==> src/tgcu_pkg.sv <==
// Constants, types and register map of the timer gate control unit.
// Assumes a single 40 MHz system clock and an APB master on the register port.
`default_nettype none
package tgcu_pkg;
   // ----------------------------------------
   // Register offsets and bit positions
   // ----------------------------------------
   localparam logic [7:0] OFF_CTRL   = 8'h00;
   localparam logic [7:0] OFF_COUNT  = 8'h04;
   localparam logic [7:0] OFF_STATUS = 8'h08;
   localparam logic [7:0] OFF_IRQEN  = 8'h0C;
   localparam logic [7:0] OFF_CAPT   = 8'h10;
   localparam logic [7:0] OFF_CMP    = 8'h14;
   localparam logic [7:0] OFF_WDT    = 8'h18;
   localparam logic [7:0] OFF_PERIOD = 8'h1C;
   localparam int CB_TON = 0, CB_ASY = 1, CB_GEN = 2, CB_POL = 3, CB_TGL = 4;
   localparam int CB_SPM = 5, CB_GO = 6, CB_GSS = 7, CB_GVAL = 9;
   localparam int SB_OVF = 0, SB_GEV = 1;
   localparam int IB_GATE = 0, IB_OVF = 1, IB_PERI = 2, IB_GLOB = 3;
   localparam int WB_EN = 0, WB_PSA = 1, WB_PS = 2;
   localparam logic [15:0] ISR_VECTOR = 16'h0004;
   localparam logic [15:0] COUNT_MAX  = 16'hFFFF;
   localparam logic [7:0]  T0_MAX     = 8'hFF;
   localparam int WDT_W = 10;
   // ----------------------------------------
   // Types
   // ----------------------------------------
   typedef enum logic [1:0] {
      GS_PIN = 2'b00, GS_T0 = 2'b01, GS_T2 = 2'b10, GS_WDT = 2'b11
   } tgcu_gsrc_t;
   typedef struct packed {
      logic [1:0]       pin_sync;
      logic             timer_on, async_sel, gate_en, gate_pol, tgl_en, sp_en, go_done;
      tgcu_gsrc_t       gsrc;
      logic [15:0]      count, capture, compare;
      logic             ovf_flag, gev_flag;
      logic             gate_ie, ovf_ie, peri_ie, glob_ie;
      logic             wdt_en_cfg, div_assign;
      logic [2:0]       div_sel;
      logic [7:0]       period_limit, t0_prev, t2_prev, wpre;
      logic [WDT_W-1:0] wcnt;
      logic             tff, pol_q, tg_q, sp_run, gval_q, sleep_q;
      logic             wdt_rst, wake, vec_req, cmp_hit;
      logic [31:0]      prdata;
   } tgcu_state_t;
endpackage
`default_nettype wire

==> src/tgcu_gate_ctrl.sv <==
// Gate control, counter and event logic of the 16-bit timer, with APB registers.
// Assumes neighbouring timers, watchdog clears and capture events arrive on sys_clk_in.
//
// The register addresses and the APB register port were chosen for this implementation.
`default_nettype none
module tgcu_gate_ctrl (
   // Clock and reset
   input  wire logic        sys_clk_in,
   input  wire logic        rst_in,
   // APB slave
   input  wire logic [7:0]  paddr_in,
   input  wire logic        psel_in,
   input  wire logic        penable_in,
   input  wire logic        pwrite_in,
   input  wire logic [31:0] pwdata_in,
   input  wire logic [3:0]  pstrb_in,
   output logic      [31:0] prdata_out,
   output logic             pready_out,
   output logic             pslverr_out,
   // Gate sources and timer clock
   input  wire logic        gate_input_pin_in,
   input  wire logic [7:0]  eight_bit_timer_in,
   input  wire logic [7:0]  period_timer_count_in,
   input  wire logic        count_tick_in,
   // System events
   input  wire logic        sleep_in,
   input  wire logic        watchdog_clear_in,
   input  wire logic        capture_event_in,
   input  wire logic        special_event_in,
   // Results
   output logic      [15:0] count_out,
   output logic             compare_match_out,
   output logic             overflow_irq_out,
   output logic             gate_irq_out,
   output logic             wake_out,
   output logic             vector_req_out,
   output logic      [15:0] vector_addr_out,
   output logic             wdt_reset_out,
   output logic             wdt_osc_on_out
);
   // ----------------------------------------
   // Helpers
   // ----------------------------------------
   function automatic logic rise_f(input logic prev, input logic cur);
      rise_f = ~prev & cur;
   endfunction

   tgcu_pkg::tgcu_state_t s_q, s_d;
   logic        src_raw, pol_lvl, rise, toggled, tg_rise, tg_fall, gate_val;
   logic        t0_wrap, t2_wrap, wdt_run, wtick, wclr, wdt_ovf, cnt_en, inc_ovf;
   logic        wr, setup, mapped;
   logic [7:0]  wmask;
   logic [31:0] rdata;

   // ----------------------------------------
   // Gate path
   // ----------------------------------------
   always_comb begin
      t0_wrap = (s_q.t0_prev == tgcu_pkg::T0_MAX) && (eight_bit_timer_in == 8'h00);
      t2_wrap = (s_q.t2_prev == s_q.period_limit) && (period_timer_count_in == 8'h00)
                && (s_q.t2_prev != 8'h00);
      case (s_q.gsrc)
         tgcu_pkg::GS_PIN: src_raw = s_q.pin_sync[1];
         tgcu_pkg::GS_T0:  src_raw = t0_wrap;
         tgcu_pkg::GS_T2:  src_raw = t2_wrap;
         default:          src_raw = wdt_ovf;
      endcase
      pol_lvl  = s_q.gate_pol ? src_raw : ~src_raw;
      rise     = rise_f(s_q.pol_q, pol_lvl);
      toggled  = s_q.tgl_en ? s_q.tff : pol_lvl;
      tg_rise  = rise_f(s_q.tg_q, toggled);
      tg_fall  = rise_f(toggled, s_q.tg_q);
      gate_val = s_q.sp_en ? (s_q.sp_run & toggled) : toggled;
   end

   // ----------------------------------------
   // Watchdog counter
   // ----------------------------------------
   always_comb begin
      wdt_run = s_q.wdt_en_cfg | (s_q.gate_en & (s_q.gsrc == tgcu_pkg::GS_WDT));
      wmask   = 8'((9'd1 << s_q.div_sel) - 9'd1);
      wtick   = wdt_run & (~s_q.div_assign | (s_q.wpre == wmask));
      wclr    = watchdog_clear_in | (sleep_in ^ s_q.sleep_q);
      wdt_ovf = wtick & (&s_q.wcnt) & ~wclr;
   end

   // ----------------------------------------
   // Counter enable and APB decode
   // ----------------------------------------
   always_comb begin
      cnt_en  = s_q.timer_on & (~s_q.gate_en | gate_val) & count_tick_in
                & (~sleep_in | s_q.async_sel);
      inc_ovf = cnt_en & (s_q.count == tgcu_pkg::COUNT_MAX);
      setup   = psel_in & ~penable_in;
      wr      = psel_in & penable_in & pwrite_in;
      mapped  = (paddr_in[1:0] == 2'b00) && (paddr_in <= tgcu_pkg::OFF_PERIOD);
      case (paddr_in)
         tgcu_pkg::OFF_CTRL:   rdata = {22'h00_0000, gate_val, s_q.gsrc, s_q.go_done, s_q.sp_en,
                                        s_q.tgl_en, s_q.gate_pol, s_q.gate_en, s_q.async_sel,
                                        s_q.timer_on};
         tgcu_pkg::OFF_COUNT:  rdata = {16'h0000, s_q.count};
         tgcu_pkg::OFF_STATUS: rdata = {30'h0000_0000, s_q.gev_flag, s_q.ovf_flag};
         tgcu_pkg::OFF_IRQEN:  rdata = {28'h000_0000, s_q.glob_ie, s_q.peri_ie, s_q.ovf_ie, s_q.gate_ie};
         tgcu_pkg::OFF_CAPT:   rdata = {16'h0000, s_q.capture};
         tgcu_pkg::OFF_CMP:    rdata = {16'h0000, s_q.compare};
         tgcu_pkg::OFF_WDT:    rdata = {27'h000_0000, s_q.div_sel, s_q.div_assign, s_q.wdt_en_cfg};
         tgcu_pkg::OFF_PERIOD: rdata = {24'h00_0000, s_q.period_limit};
         default:              rdata = 32'h0000_0000;
      endcase
   end

   // ----------------------------------------
   // Next state
   // ----------------------------------------
   always_comb begin
      s_d          = s_q;
      s_d.pin_sync = {s_q.pin_sync[0], gate_input_pin_in};
      s_d.t0_prev  = eight_bit_timer_in;
      s_d.t2_prev  = period_timer_count_in;
      s_d.pol_q    = pol_lvl;
      s_d.tg_q     = toggled;
      s_d.gval_q   = gate_val;
      s_d.sleep_q  = sleep_in;
      if (setup) begin
         s_d.prdata = rdata;
      end
      // Toggle flip-flop.
      if (!s_q.tgl_en || !s_q.timer_on) begin
         s_d.tff = 1'b0;
      end else if (rise) begin
         s_d.tff = ~s_q.tff;
      end
      // Single-pulse sequencing.
      if (!s_q.sp_en || !s_q.go_done) begin
         s_d.sp_run = 1'b0;
      end else if (s_q.sp_run && tg_fall) begin
         s_d.sp_run  = 1'b0;
         s_d.go_done = 1'b0;
      end else if (tg_rise) begin
         s_d.sp_run = 1'b1;
      end
      // Watchdog.
      if (wclr || !wdt_run) begin
         s_d.wpre = 8'h00;
         s_d.wcnt = '0;
      end else if (wtick) begin
         s_d.wpre = 8'h00;
         s_d.wcnt = s_q.wcnt + 1'b1;
      end else begin
         s_d.wpre = s_q.wpre + 8'h01;
      end
      s_d.wdt_rst = wdt_ovf & s_q.wdt_en_cfg & ~sleep_in;
      s_d.wake    = sleep_in & ((wdt_ovf & s_q.wdt_en_cfg)
                    | (inc_ovf & s_q.timer_on & s_q.ovf_ie & s_q.peri_ie));
      s_d.vec_req = s_d.wake & s_q.glob_ie;
      // Counter, capture and compare.
      if (cnt_en) begin
         s_d.count = s_q.count + 16'h0001;
      end
      if (special_event_in) begin
         s_d.count = 16'h0000;
      end
      if (capture_event_in) begin
         s_d.capture = s_q.count;
      end
      s_d.cmp_hit = (s_q.compare == s_q.count);
      // Register writes.
      if (wr) begin
         case (paddr_in)
            tgcu_pkg::OFF_CTRL: begin
               s_d.timer_on  = pwdata_in[tgcu_pkg::CB_TON];
               s_d.async_sel = pwdata_in[tgcu_pkg::CB_ASY];
               s_d.gate_en   = pwdata_in[tgcu_pkg::CB_GEN];
               s_d.gate_pol  = pwdata_in[tgcu_pkg::CB_POL];
               s_d.tgl_en    = pwdata_in[tgcu_pkg::CB_TGL];
               s_d.sp_en     = pwdata_in[tgcu_pkg::CB_SPM];
               s_d.go_done   = pwdata_in[tgcu_pkg::CB_GO] & pwdata_in[tgcu_pkg::CB_SPM];
               s_d.gsrc      = tgcu_pkg::tgcu_gsrc_t'(pwdata_in[tgcu_pkg::CB_GSS +: 2]);
            end
            tgcu_pkg::OFF_COUNT: begin
               if (pstrb_in[0]) begin
                  s_d.count[7:0] = pwdata_in[7:0];
               end
               if (pstrb_in[1]) begin
                  s_d.count[15:8] = pwdata_in[15:8];
               end
            end
            tgcu_pkg::OFF_STATUS: begin
               s_d.ovf_flag = s_q.ovf_flag & ~pwdata_in[tgcu_pkg::SB_OVF];
               s_d.gev_flag = s_q.gev_flag & ~pwdata_in[tgcu_pkg::SB_GEV];
            end
            tgcu_pkg::OFF_IRQEN: begin
               s_d.gate_ie = pwdata_in[tgcu_pkg::IB_GATE];
               s_d.ovf_ie  = pwdata_in[tgcu_pkg::IB_OVF];
               s_d.peri_ie = pwdata_in[tgcu_pkg::IB_PERI];
               s_d.glob_ie = pwdata_in[tgcu_pkg::IB_GLOB];
            end
            tgcu_pkg::OFF_CMP: begin
               s_d.compare = pwdata_in[15:0];
            end
            tgcu_pkg::OFF_WDT: begin
               s_d.wdt_en_cfg = pwdata_in[tgcu_pkg::WB_EN];
               s_d.div_assign = pwdata_in[tgcu_pkg::WB_PSA];
               s_d.div_sel    = pwdata_in[tgcu_pkg::WB_PS +: 3];
            end
            tgcu_pkg::OFF_PERIOD: begin
               s_d.period_limit = pwdata_in[7:0];
            end
            default: begin
               s_d.prdata = s_d.prdata;
            end
         endcase
      end
      // Hardware sets win over software clears.
      if (inc_ovf) begin
         s_d.ovf_flag = 1'b1;
      end
      if (rise_f(gate_val, s_q.gval_q)) begin
         s_d.gev_flag = 1'b1;
      end
   end

   always_ff @(posedge sys_clk_in) begin
      if (rst_in) begin
         s_q <= '0;
      end else begin
         s_q <= s_d;
      end
   end

   // ----------------------------------------
   // Outputs
   // ----------------------------------------
   assign prdata_out        = s_q.prdata;
   assign pready_out        = psel_in & penable_in;
   assign pslverr_out       = psel_in & penable_in & ~mapped;
   assign count_out         = s_q.count;
   assign compare_match_out = s_q.cmp_hit;
   assign overflow_irq_out  = s_q.ovf_flag & s_q.timer_on & s_q.ovf_ie
                              & s_q.peri_ie & s_q.glob_ie;
   assign gate_irq_out      = s_q.gev_flag & s_q.gate_ie;
   assign wake_out          = s_q.wake;
   assign vector_req_out    = s_q.vec_req;
   assign vector_addr_out   = tgcu_pkg::ISR_VECTOR;
   assign wdt_reset_out     = s_q.wdt_rst;
   assign wdt_osc_on_out    = wdt_run;
endmodule
`default_nettype wire

==> config.mk <==
export PLATFORM = sky130hd
export DESIGN_NAME = tgcu_gate_ctrl
export DESIGN_NICKNAME = d
export VERILOG_FILES = /design/src/tgcu_pkg.sv /design/src/tgcu_gate_ctrl.sv
export SDC_FILE = /design/constraint.sdc
export NUM_CORES = 1
export LEC_CHECK = 0
export BUFFER_PORTS_ARGS = -buffer_cell sky130_fd_sc_hd__buf_2
export CELL_PAD_IN_SITES_DETAIL_PLACEMENT = 0
export CELL_PAD_IN_SITES_GLOBAL_PLACEMENT = 1
export CORE_ASPECT_RATIO = 0.7
export CORE_MARGIN = 4
export CORE_UTILIZATION = 44
export CTS_CLUSTER_DIAMETER = 150
export DETAILED_ROUTE_END_ITERATION = 16
export MAX_ROUTING_LAYER = met4
export PLACE_DENSITY = 0.82
export REMOVE_ABC_BUFFERS = 1
export SETUP_SLACK_MARGIN = 0.05
export SLEW_MARGIN = 15
export SYNTH_ARGS = -nofsm -noshare
export SYNTH_HDL_FRONTEND = slang
export SYNTH_SLANG_ARGS = --single-unit
export TNS_END_PERCENT = 5
==> constraint.sdc <==
create_clock -name sys_clk_in -period 8.6 [get_ports sys_clk_in]
set_input_delay 0.86 -clock sys_clk_in [delete_from_list [all_inputs] [get_ports sys_clk_in]]
set_output_delay 0.86 -clock sys_clk_in [all_outputs]
set_load 0.03 [all_outputs]
# Word level (Yosys, flattened, before mapping)
# Cells that the tools add are included.
# totals
elab_cells,167
out_inout_bits,73
reg_bits,154
inputBits,71
# op_classes
mux,21
n_addsub,4
n_shift,1
n_eq_ne,15
order_cmp,1
reduce_logical,35
bitwise_logic,53
# op_table
operator,count
$pmux 16 s8,1
$mux 16,3
$mux 19,2
$and 1x1->1,32
$eq 8x5->1 const B,4
$logic_not 8->1,3
$mux 8,3
$add 16x1->16 const B,1
$eq 16x16->1,1
$eq 16x16->1 const B,1
$eq 8x4->1 const B,2
$eq 8x8->1,2
$not 1->1,14
$reduce_and 2->1,7
$add 10x1->10 const B,1
$reduce_and 10->1,1
$add 8x1->8 const B,1
$eq 8x3->1 const B,1
$eq 8x8->1 const B,1
$le 8x5->1 const B,1
$reduce_bool 2->1,4
$reduce_bool 8->1,1
$shl 1x3->8 const A,1
$sub 8x1->8 const B,1
other kinds (16),41

# Longest topological paths before layout
# Gate-level depths: netlist of the first run.
# depth
ltp_word,24
ltp_mapped,11
depth_no_buf,9

# Least setup slack after synthesis of the first run
# Ideal clock, no wire load.
# synth_path
path_type,input -> register
start,input port paddr_in[0]
end,"register s_q, in the netlist count_out[10]"
arrival_ns,2.949
stages,8
setup_time_ns,0.120
setup_slack_ns,5.531
n_path_buf,1
cell_sequence,or4_1 or3_1 clkbuf_1 nor3_1 a211o_1 nor2_1 and3_1 a211o_1
# synth_via
elab_chain_len,3
# synth_rtl
element,line_no,source
from (decl),tgcu_gate_ctrl.sv:11,"input wire logic [7:0] paddr_in,"
$eq 8x3->1,tgcu_gate_ctrl.sv:169,case (paddr_in)
$mux 16,tgcu_gate_ctrl.sv:169,
$mux 19,tgcu_gate_ctrl.sv:168,if (wr) begin
to (signal assigned),tgcu_gate_ctrl.sv:225,s_q <= '0;
to (signal assigned),tgcu_gate_ctrl.sv:227,s_q <= s_d;
to (decl),tgcu_gate_ctrl.sv:48,"tgcu_pkg::tgcu_state_t s_q, s_d;"
# Every way passes these cells.
# A chain may end at the register's enable or synchronous reset.

# Final worst setup path of the first run
# layout_path
start,register s_q[143] in the netlist's numbering
end,"register s_q, in the netlist vector_req_out"
# layout_via
elab_chain_len,23
word_cells_on_any_way,27
# layout_rtl
element,line_no,source
$eq 2x2->1,tgcu_gate_ctrl.sv:80,wdt_run = s_q.wdt_en_cfg | (s_q.gate_en & (s_q.gsrc == tgcu_pkg::GS_WDT));
$and 1x1->1,tgcu_gate_ctrl.sv:80,
$or 1x1->1,tgcu_gate_ctrl.sv:80,
$and 1x1->1,tgcu_gate_ctrl.sv:82,wtick = wdt_run & (~s_q.div_assign | (s_q.wpre == wmask));
$and 1x1->1 (2 in series),tgcu_gate_ctrl.sv:84,wdt_ovf = wtick & (&s_q.wcnt) & ~wclr;
$pmux 1 s3,tgcu_gate_ctrl.sv:62,case (s_q.gsrc)
$not 1->1,tgcu_gate_ctrl.sv:68,pol_lvl = s_q.gate_pol ? src_raw : ~src_raw;
$mux 1,tgcu_gate_ctrl.sv:68,
[... 3 more ...],-,
$or 1x1->1,tgcu_gate_ctrl.sv:91,cnt_en = s_q.timer_on & (~s_q.gate_en | gate_val) & count_tick_in
$and 1x1->1 (2 in series),tgcu_gate_ctrl.sv:91,
$and 1x1->1,tgcu_gate_ctrl.sv:92,& (~sleep_in | s_q.async_sel);
$and 1x1->1,tgcu_gate_ctrl.sv:93,inc_ovf = cnt_en & (s_q.count == tgcu_pkg::COUNT_MAX);
$and 1x1->1 (3 in series),tgcu_gate_ctrl.sv:154,| (inc_ovf & s_q.timer_on & s_q.ovf_ie & s_q.peri_ie));
$or 1x1->1 *,tgcu_gate_ctrl.sv:154,
$and 1x1->1 *,tgcu_gate_ctrl.sv:153,s_d.wake = sleep_in & ((wdt_ovf & s_q.wdt_en_cfg)
$and 1x1->1 *,tgcu_gate_ctrl.sv:155,s_d.vec_req = s_d.wake & s_q.glob_ie;
# Every way passes the cells marked *; elsewhere a longest branch is shown, timed or not.

==> results of run 1 <==
==> worst max path at each step <==
stage | startpoint | to | slack [ns] | cells past startpoint
floorplan | paddr_in[0] | s_q[100] | 5.53 | 5
global placement | period_timer_count_in[1] | vector_req_out | 4.84 | 10
detailed placement | period_timer_count_in[1] | vector_req_out | 4.78 | 10
CTS | s_q[143] | vector_req_out | 5.14 | 9
global route | s_q[143] | vector_req_out | 4.90 | 9
finish | s_q[143] | vector_req_out | 5.11 | 9
==> cells in the final DEF, fill, tap and decap left out, types with 5 or more instances in the layout <==
cell         n
dfxtp_1    138
nand2_1    112
buf_2       92
nor2_1      87
a21oi_1     58
conb_1      32
mux2i_1     30
xor2_1      25
xnor2_1     25
nor2b_1     25
nand3_1     19
and3_1      17
clkbuf_16   17
o21ai_0     15
a22oi_1     15
nor3_1      14
nand4_1      9
o21ai_1      8
nand2b_1     8
a22o_1       7
mux2_2       7
inv_1        6
or3_1        6
nor4_1       6
a32oi_1      5
buf_4        5
==> critical path: cells and delay by family (launching register included) <==
kind,cells,cell delay [ns]
simple gates,4,1.22
flops,1,0.46
compound gates,5,1.70
==> area by class of cell <==
class | count | area (um2)
fillers | 1486 | 7650
multi-input cells | 601 | 3620
flip-flops and latches | 138 | 2760
repair buffers | 97 | 498
clock buffers | 22 | 484
well taps | 200 | 250
clock inverters | 10 | 164
inverters | 6 | 22.5
==> per-layer routing <==
metal,wire (um),vias up,share of wire,track usage
met5,0,-,0,-
met1,9640,2752,0.50,0.349
met4,180,0,0.0093,0.0540
li1,-,2837,-,-
met3,1690,19,0.088,0.0608
met2,7750,233,0.40,0.288
==> flip-flops by register name (all words and copies together), names as in the netlist <==
register	flops
s_q	101
count_out	16
s_d	1
vector_req_out	1
compare_match_out	1
prdata_out	16
wdt_reset_out	1
wake_out	1
==> metrics by stage <==
stage	power (mW)	util
global route	1.58	0.505
CTS	1.54	0.505
global placement	0.749	0.463
detailed placement	0.749	0.463
floorplan	0.706	-
finish	1.53	0.505
==> kinds of logic (layout without fill, tap and decap cells) <==
| logic type | after synthesis | after routing | synth area share |
|---|---|---|---|
| xor+xnor | 50 | 50 | 0.0632 |
| mux | 40 | 40 | 0.0645 |
| flops | 138 | 138 | 0.399 |
| simple gates | 324 | 324 | 0.219 |
| fa+ha+maj | 3 | 3 | 0.00542 |
| other cells | 2 | 32 | 0.00108 |
| compound gates | 152 | 152 | 0.152 |
| buf+inv | 110 | 135 | 0.0962 |
==> power by group through the flow <==
stage	logic, mW	clock network (mW)	registers [mW]
global route	0.0926	0.835	0.650
CTS	0.0854	0.804	0.650
finish	0.0865	0.793	0.650
detailed placement	0.0852	0	0.664
floorplan	0.0403	0	0.666
global placement	0.0851	0	0.664
==> summary.md, run 1 <==
| Metric | Value |
|---|---|
| Status | finished, final reports clean |
| Sw Share | 0.225 |
| Flop2flop setup slack | 5.11 ns |
| Final min period | 3.49 ns |
| Post-synth top area share | 0.399 |
| Comb pwr share | 0.057 |
| Synth Flop Type | dfxtp_1 |
| Final Setup Violations | 0 |
| PD cells | 196 mW/mm2 |
| CP startpoint kind | flop |
| Sw power | 0.344 mW |
| Clock root cell | clkbuf_16 |
| Final Skew | 0.00721 ns |
| First-pass GRT wire length | 30.5 mm |
| Clk buf depth | 2 |
| Least-Margin Pin Slew | 1.08 ns |
| Cells taking the most area after synthesis | dfxtp_1, buf_4, nand2_1, nor2_1, mux2i_1 |
| GRT Overall Usage | 0.226 |
| Worst hold start | s_d[153] |
| CTS sink count | 138 |
| Post-route ant nets | 0 |
| Dominant cell type by area after synthesis | dfxtp_1 |
| Power share of the clock group | 0.518 |
| Worst-path clk slew | 0.06 ns |
| CTS tree | done |
| H-tree depth | 4 |
| Total negative slack | 0 ns |
| Slowest CP cell | or4_1 |
| Diode count | 0 |
| Post-synth EDFFs | 0 |
| FF+latch count, synth | 138 |
| Cell Chain, Critical Path | and2_2, a21oi_1, or4_1, o41ai_4, o221ai_2, o21ai_4, nand2_4, a41oi_1, and3b_1 |
| Cell area after layout | 0.00780 mm2 |
| Initial antenna violation count | 0 |
| Fin. Hold Viols | 0 |
| Die area | 0.0179 mm2 |
| Max Cap Viol | 0 |
| Starting Density | 0.449 |
| Nets | 935 |
| Die H | 113 um |
| Detailed-route via count | 5841 |
| Int Power | 1.19 mW |
| CP arrival | 3.81 ns |
| Pin count of the biggest net entering global routing | 54 |
| # rows | 38 |
| Grt ovf | 0 |
| Post-synth ARST share | 0 |
| WL final | 19.3 mm |
| R2r endpoint | vector_req_out |
| Crit Path Class | flop to flop |
| Hold-critical path depth | 1 |
| Pre-antenna DRT Iters | 5 |
| CP endpoint kind | flop |
| Sequential area share after synthesis | 0.399 |
| Most frequent cells after synthesis | dfxtp_1, nand2_1, nor2_1, buf_4, a21oi_1 |
| Post-DP HPWL | 13.8 mm |
| Max rail drop VDD | 121 uV |
| WHS | 0.437 ns |
| Global placer's final weighted congestion | 0.893 |
| Dpl cells | 1042 |
| R2R cell count | 9 |
| WP data required | 8.92 ns |
| Area delta synth->final | 12.5% |
| Post-Syn Area | 0.00693 mm2 |
| Fin worst setup slack | 5.11 ns |
| Post-Synthesis Cells | 819 |
| Post_cts resized | 0 |
| Die Span X | 158 um |
| Lkg Pwr | 3.09 nW |
| Worst slack, placed | 4.78 ns |
| Layout cells sized above 1 | 0.180 |
| Sequential share of power | 0.425 |
| Final max-slew violation count | 0 |
| RR Startpoint | s_q[143] |
| Cell area after placement | 0.00715 mm2 |
| Worst-Skew Late Latency | 0.42 ns |
| RSZ-0062 raised after global routing | no |
| Fin crit share | 0.406 |
| WL/cell | 17.9 um |
| Max Fclk | 286 MHz |
| Post-Layout Cell Count | 1074 |
| DR vias/cell | 5.44 |
| CP max FO | 13 |
| Yosys cell types | 68 |
| CP max stage delay | 0.56 ns |
| Max-slew headroom | 0.276 |
| TritonCTS Buffers | 17 |
| Post-CTS Setup Repair Bufs | 0 |
| Mean Syn Cell Area | 8.46 um2 |
| Port Buf Inserts | 93 |
| Worst Hold Class | flop to flop |
| Ys Warns | 0 |
| Hold Crit Endpoint | s_q[153] |
| Count leader, synth | dfxtp_1 |
| DRC violations left | 0 |
| Number of DRC markers in iteration 0 | 542 |
| Vias in the first global route | 5467 |
| Core area | 0.0155 mm2 |
| Hold buffer count at cts | 0 |
| Ports | 144 |
(Power assumes the default switching activity.)
==> inputs of run 2 (changes only) <==
--- a/config.mk
+++ b/config.mk
@@ -10,11 +10,11 @@
 export CELL_PAD_IN_SITES_GLOBAL_PLACEMENT = 1
 export CORE_ASPECT_RATIO = 0.7
 export CORE_MARGIN = 4
-export CORE_UTILIZATION = 44
+export CORE_UTILIZATION = 41
 export CTS_CLUSTER_DIAMETER = 150
 export DETAILED_ROUTE_END_ITERATION = 16
 export MAX_ROUTING_LAYER = met4
-export PLACE_DENSITY = 0.82
+export PLACE_DENSITY = 0.77
 export REMOVE_ABC_BUFFERS = 1
 export SETUP_SLACK_MARGIN = 0.05
 export SLEW_MARGIN = 15
==> constraint.sdc (replaced) <==
create_clock -name sys_clk_in -period 3.3 [get_ports sys_clk_in]
set_input_delay 0.33 -clock sys_clk_in [delete_from_list [all_inputs] [get_ports sys_clk_in]]
set_output_delay 0.33 -clock sys_clk_in [all_outputs]
set_load 0.03 [all_outputs]
==> run 2 against run 1 <==
  * Hold slack got worse by 0.32 ns
  * Count of clock-buffer cells in the layout shrank 3
  * Clock power rose by 150%
  * Final area increased by 1.5%
  * Setup slack got worse by 4.8 ns
  * Routed wire length grew 4.8%
  * Via count rose by 1.1%
  * Global-route usage shrank 0.67 points
  * Critical path depth increased by 1
  * Register-to-register slack worse by 4.8 ns
  * Critical endpoint is now count_out[9]
  * Largest power group unchanged
==> summary.md, run 2 (synthesis results as in run 1) <==
| Metric | Value |
|---|---|
| Status | finished, final reports clean |
| CP endpoint kind | flop |
| Global placer's final weighted congestion | 0.922 (+3.3%) |
| Final min period | 2.97 ns (-0.517 ns) |
| Worst Hold Class | primary input to flop |
| Number of DRC markers in iteration 0 | 534 (-1.5%) |
| Fin. Hold Viols | 0 (unchanged) |
| Diode count | 0 (unchanged) |
| CTS tree | done |
| R2R cell count | 10 (+1) |
| CP startpoint kind | flop |
| Die area | 0.0191 mm2 (+6.9%) |
| Worst setup endpoint | count_out[9] |
| CTS sink count | 138 (unchanged) |
| Pre-antenna DRT Iters | 5 (unchanged) |
| Crit Path Class | flop to flop |
| Max rail drop VDD | 392 uV (+220%) |
| Max Cap Viol | 0 (unchanged) |
| # rows | 39 (+2.6%) |
| Most frequent cells in the layout | dfxtp_1, nand2_1, buf_2, nor2_1, a21oi_1 |
| Die Span X | 163 um (+3.4%) |
| WL final | 20.2 mm (+4.8%) |
| DR vias/cell | 5.30 (-2.6%) |
| Starting Density | 0.421 (-0.0271) |
| Layout cells sized above 1 | 0.194 (+0.0147) |
| Worst-path clk slew | 0.06 ns (about the same) |
| RSZ-0062 raised after global routing | no |
| Detailed-route via count | 5905 (+1.1%) |
| Post-CTS Setup Repair Bufs | 0 (unchanged) |
| Initial antenna violation count | 0 (unchanged) |
| Post-DP HPWL | 14.6 mm (+5.6%) |
| Clock root cell | clkbuf_16 |
| CP arrival | 3.28 ns (-0.53 ns) |
| Hold buffer count at cts | 0 (unchanged) |
| Pin count of the biggest net entering global routing | 58 (+7.4%) |
| CP Launch Point | s_q[85] |
| Lkg Pwr | 3.15 nW (+1.9%) |
| Grt ovf | 0 (unchanged) |
| Clk buf depth | 2 (unchanged) |
| Flop2flop setup slack | 0.33 ns (-4.78 ns) |
| R2r endpoint | count_out[9] |
| Commonest non-fill, non-tap cell in the layout | dfxtp_1 |
| Worst-Skew Late Latency | 0.43 ns (about the same) |
| Max reg flops | 101 (unchanged) |
| Die H | 117 um (+3.3%) |
| Total negative slack | 0 ns (unchanged) |
| Max-slew headroom | 0.399 (+0.124) |
| Port Buf Inserts | 93 (unchanged) |
| TritonCTS Buffers | 17 (unchanged) |
| WP data required | 3.61 ns (-5.31 ns) |
| DRC violations left | 0 (unchanged) |
| Final Setup Violations | 0 (unchanged) |
| Nets | 951 (+1.7%) |
| RR Startpoint | s_q[85] |
| PD cells | 494 mW/mm2 (+150%) |
| Vias in the first global route | 5442 (-0.46%) |
| Largest reg by FF count | s_q |
| Least-Margin Pin Slew | 0.901 ns (-0.177 ns) |
| Post_cts resized | 0 (unchanged) |
| Core area | 0.0164 mm2 (+6.4%) |
| Ports | 144 (unchanged) |
| WHS | 0.113 ns (-0.325 ns) |
| Max Fclk | 336 MHz (+17%) |
| Fin crit share | 0.901 (+0.495) |
| Post-route ant nets | 0 (unchanged) |
| WL/cell | 18.1 um (+0.91%) |
| GRT Overall Usage | 0.219 (-0.00671) |
| CP max FO | 12 (-1) |
| Area delta synth->final | 14.2% |
| Final max-slew violation count | 0 (unchanged) |
| H-tree depth | 4 (unchanged) |
| First-pass GRT wire length | 31.2 mm (+2.5%) |
| Final Skew | 0.00986 ns (+0.00265 ns) |
run 2: cell count changes in the layout (fill, tap and decap cells not counted), sizes merged:
cell / previous run / this run
bufinv: 4 / 3
clkbuf: 22 / 19
buf: 97 / 113
clkinvlp: 1 / 2
clkinv: 5 / 6
inv: 6 / 8
run 2: layout make-up:
type	count	area [um2]
fill	1613	8530
multi-input combinational	601	3620
sequential	138	2760
timing repair buffer	113	618
clock buffer	19	443
tap	225	282
clock inverter	13	168
inverter	6	22.5
run 2: power by group:
part | leakage, nW | internal (mW) | total (mW) | switching [mW]
logic | 1.74 | 0.0641 | 0.234 | 0.170
registers | 1.12 | 1.68 | 1.69 | 0.00891
clock network | 0.294 | 1.21 | 1.98 | 0.765
total | 3.15 | 2.96 | 3.91 | 0.944
run 2: worst min path at each step:
stage / start / to / slack, ns / cells past startpoint
after floorplan: rst_in / s_q[100] / 0.40 / 1
after global placement: s_d[153] / s_q[153] / 0.43 / 1
after detailed placement: s_d[153] / s_q[153] / 0.43 / 1
after CTS: gate_input_pin_in / s_d[153] / 0.1 / 2
after global routing: pwdata_in[15] / count_out[15] / 0.12 / 3
final: gate_input_pin_in / s_d[153] / 0.11 / 2
run 2: worst max-delay path, stage by stage (launching register included):
cell	delay [ns]
dfxtp_1	0.41
or4_4	0.55
a21oi_2	0.14
a21oi_2	0.07
o41ai_2	0.42
and3_2	0.32
o21ai_4	0.09
buf_4	0.21
a2111oi_2	0.41
xnor2_1	0.16
o21ai_1	0.07
run 2: metal layers:
layer / part of all wire / GRT usage / vias to the layer above
met1: 0.51 / 0.336 / 2788
met2: 0.39 / 0.284 / 240
met5: 0 / - / -
li1: - / - / 2867
met4: 0.0055 / 0.0458 / 0
met3: 0.098 / 0.0588 / 10
run 2: through the flow:
step,power [mW],std cells,utilization,setup WS [ns],area (um2)
after floorplan,1.84,745,-,0.490,6400
after global placement,1.96,1083,0.444,0.301,7300
after detailed placement,1.96,1083,0.444,0.294,7300
after CTS,3.93,1115,0.481,0.289,7910
after global routing,4.02,1115,0.481,0.104,7920
final,3.91,1115,0.481,0.325,7920
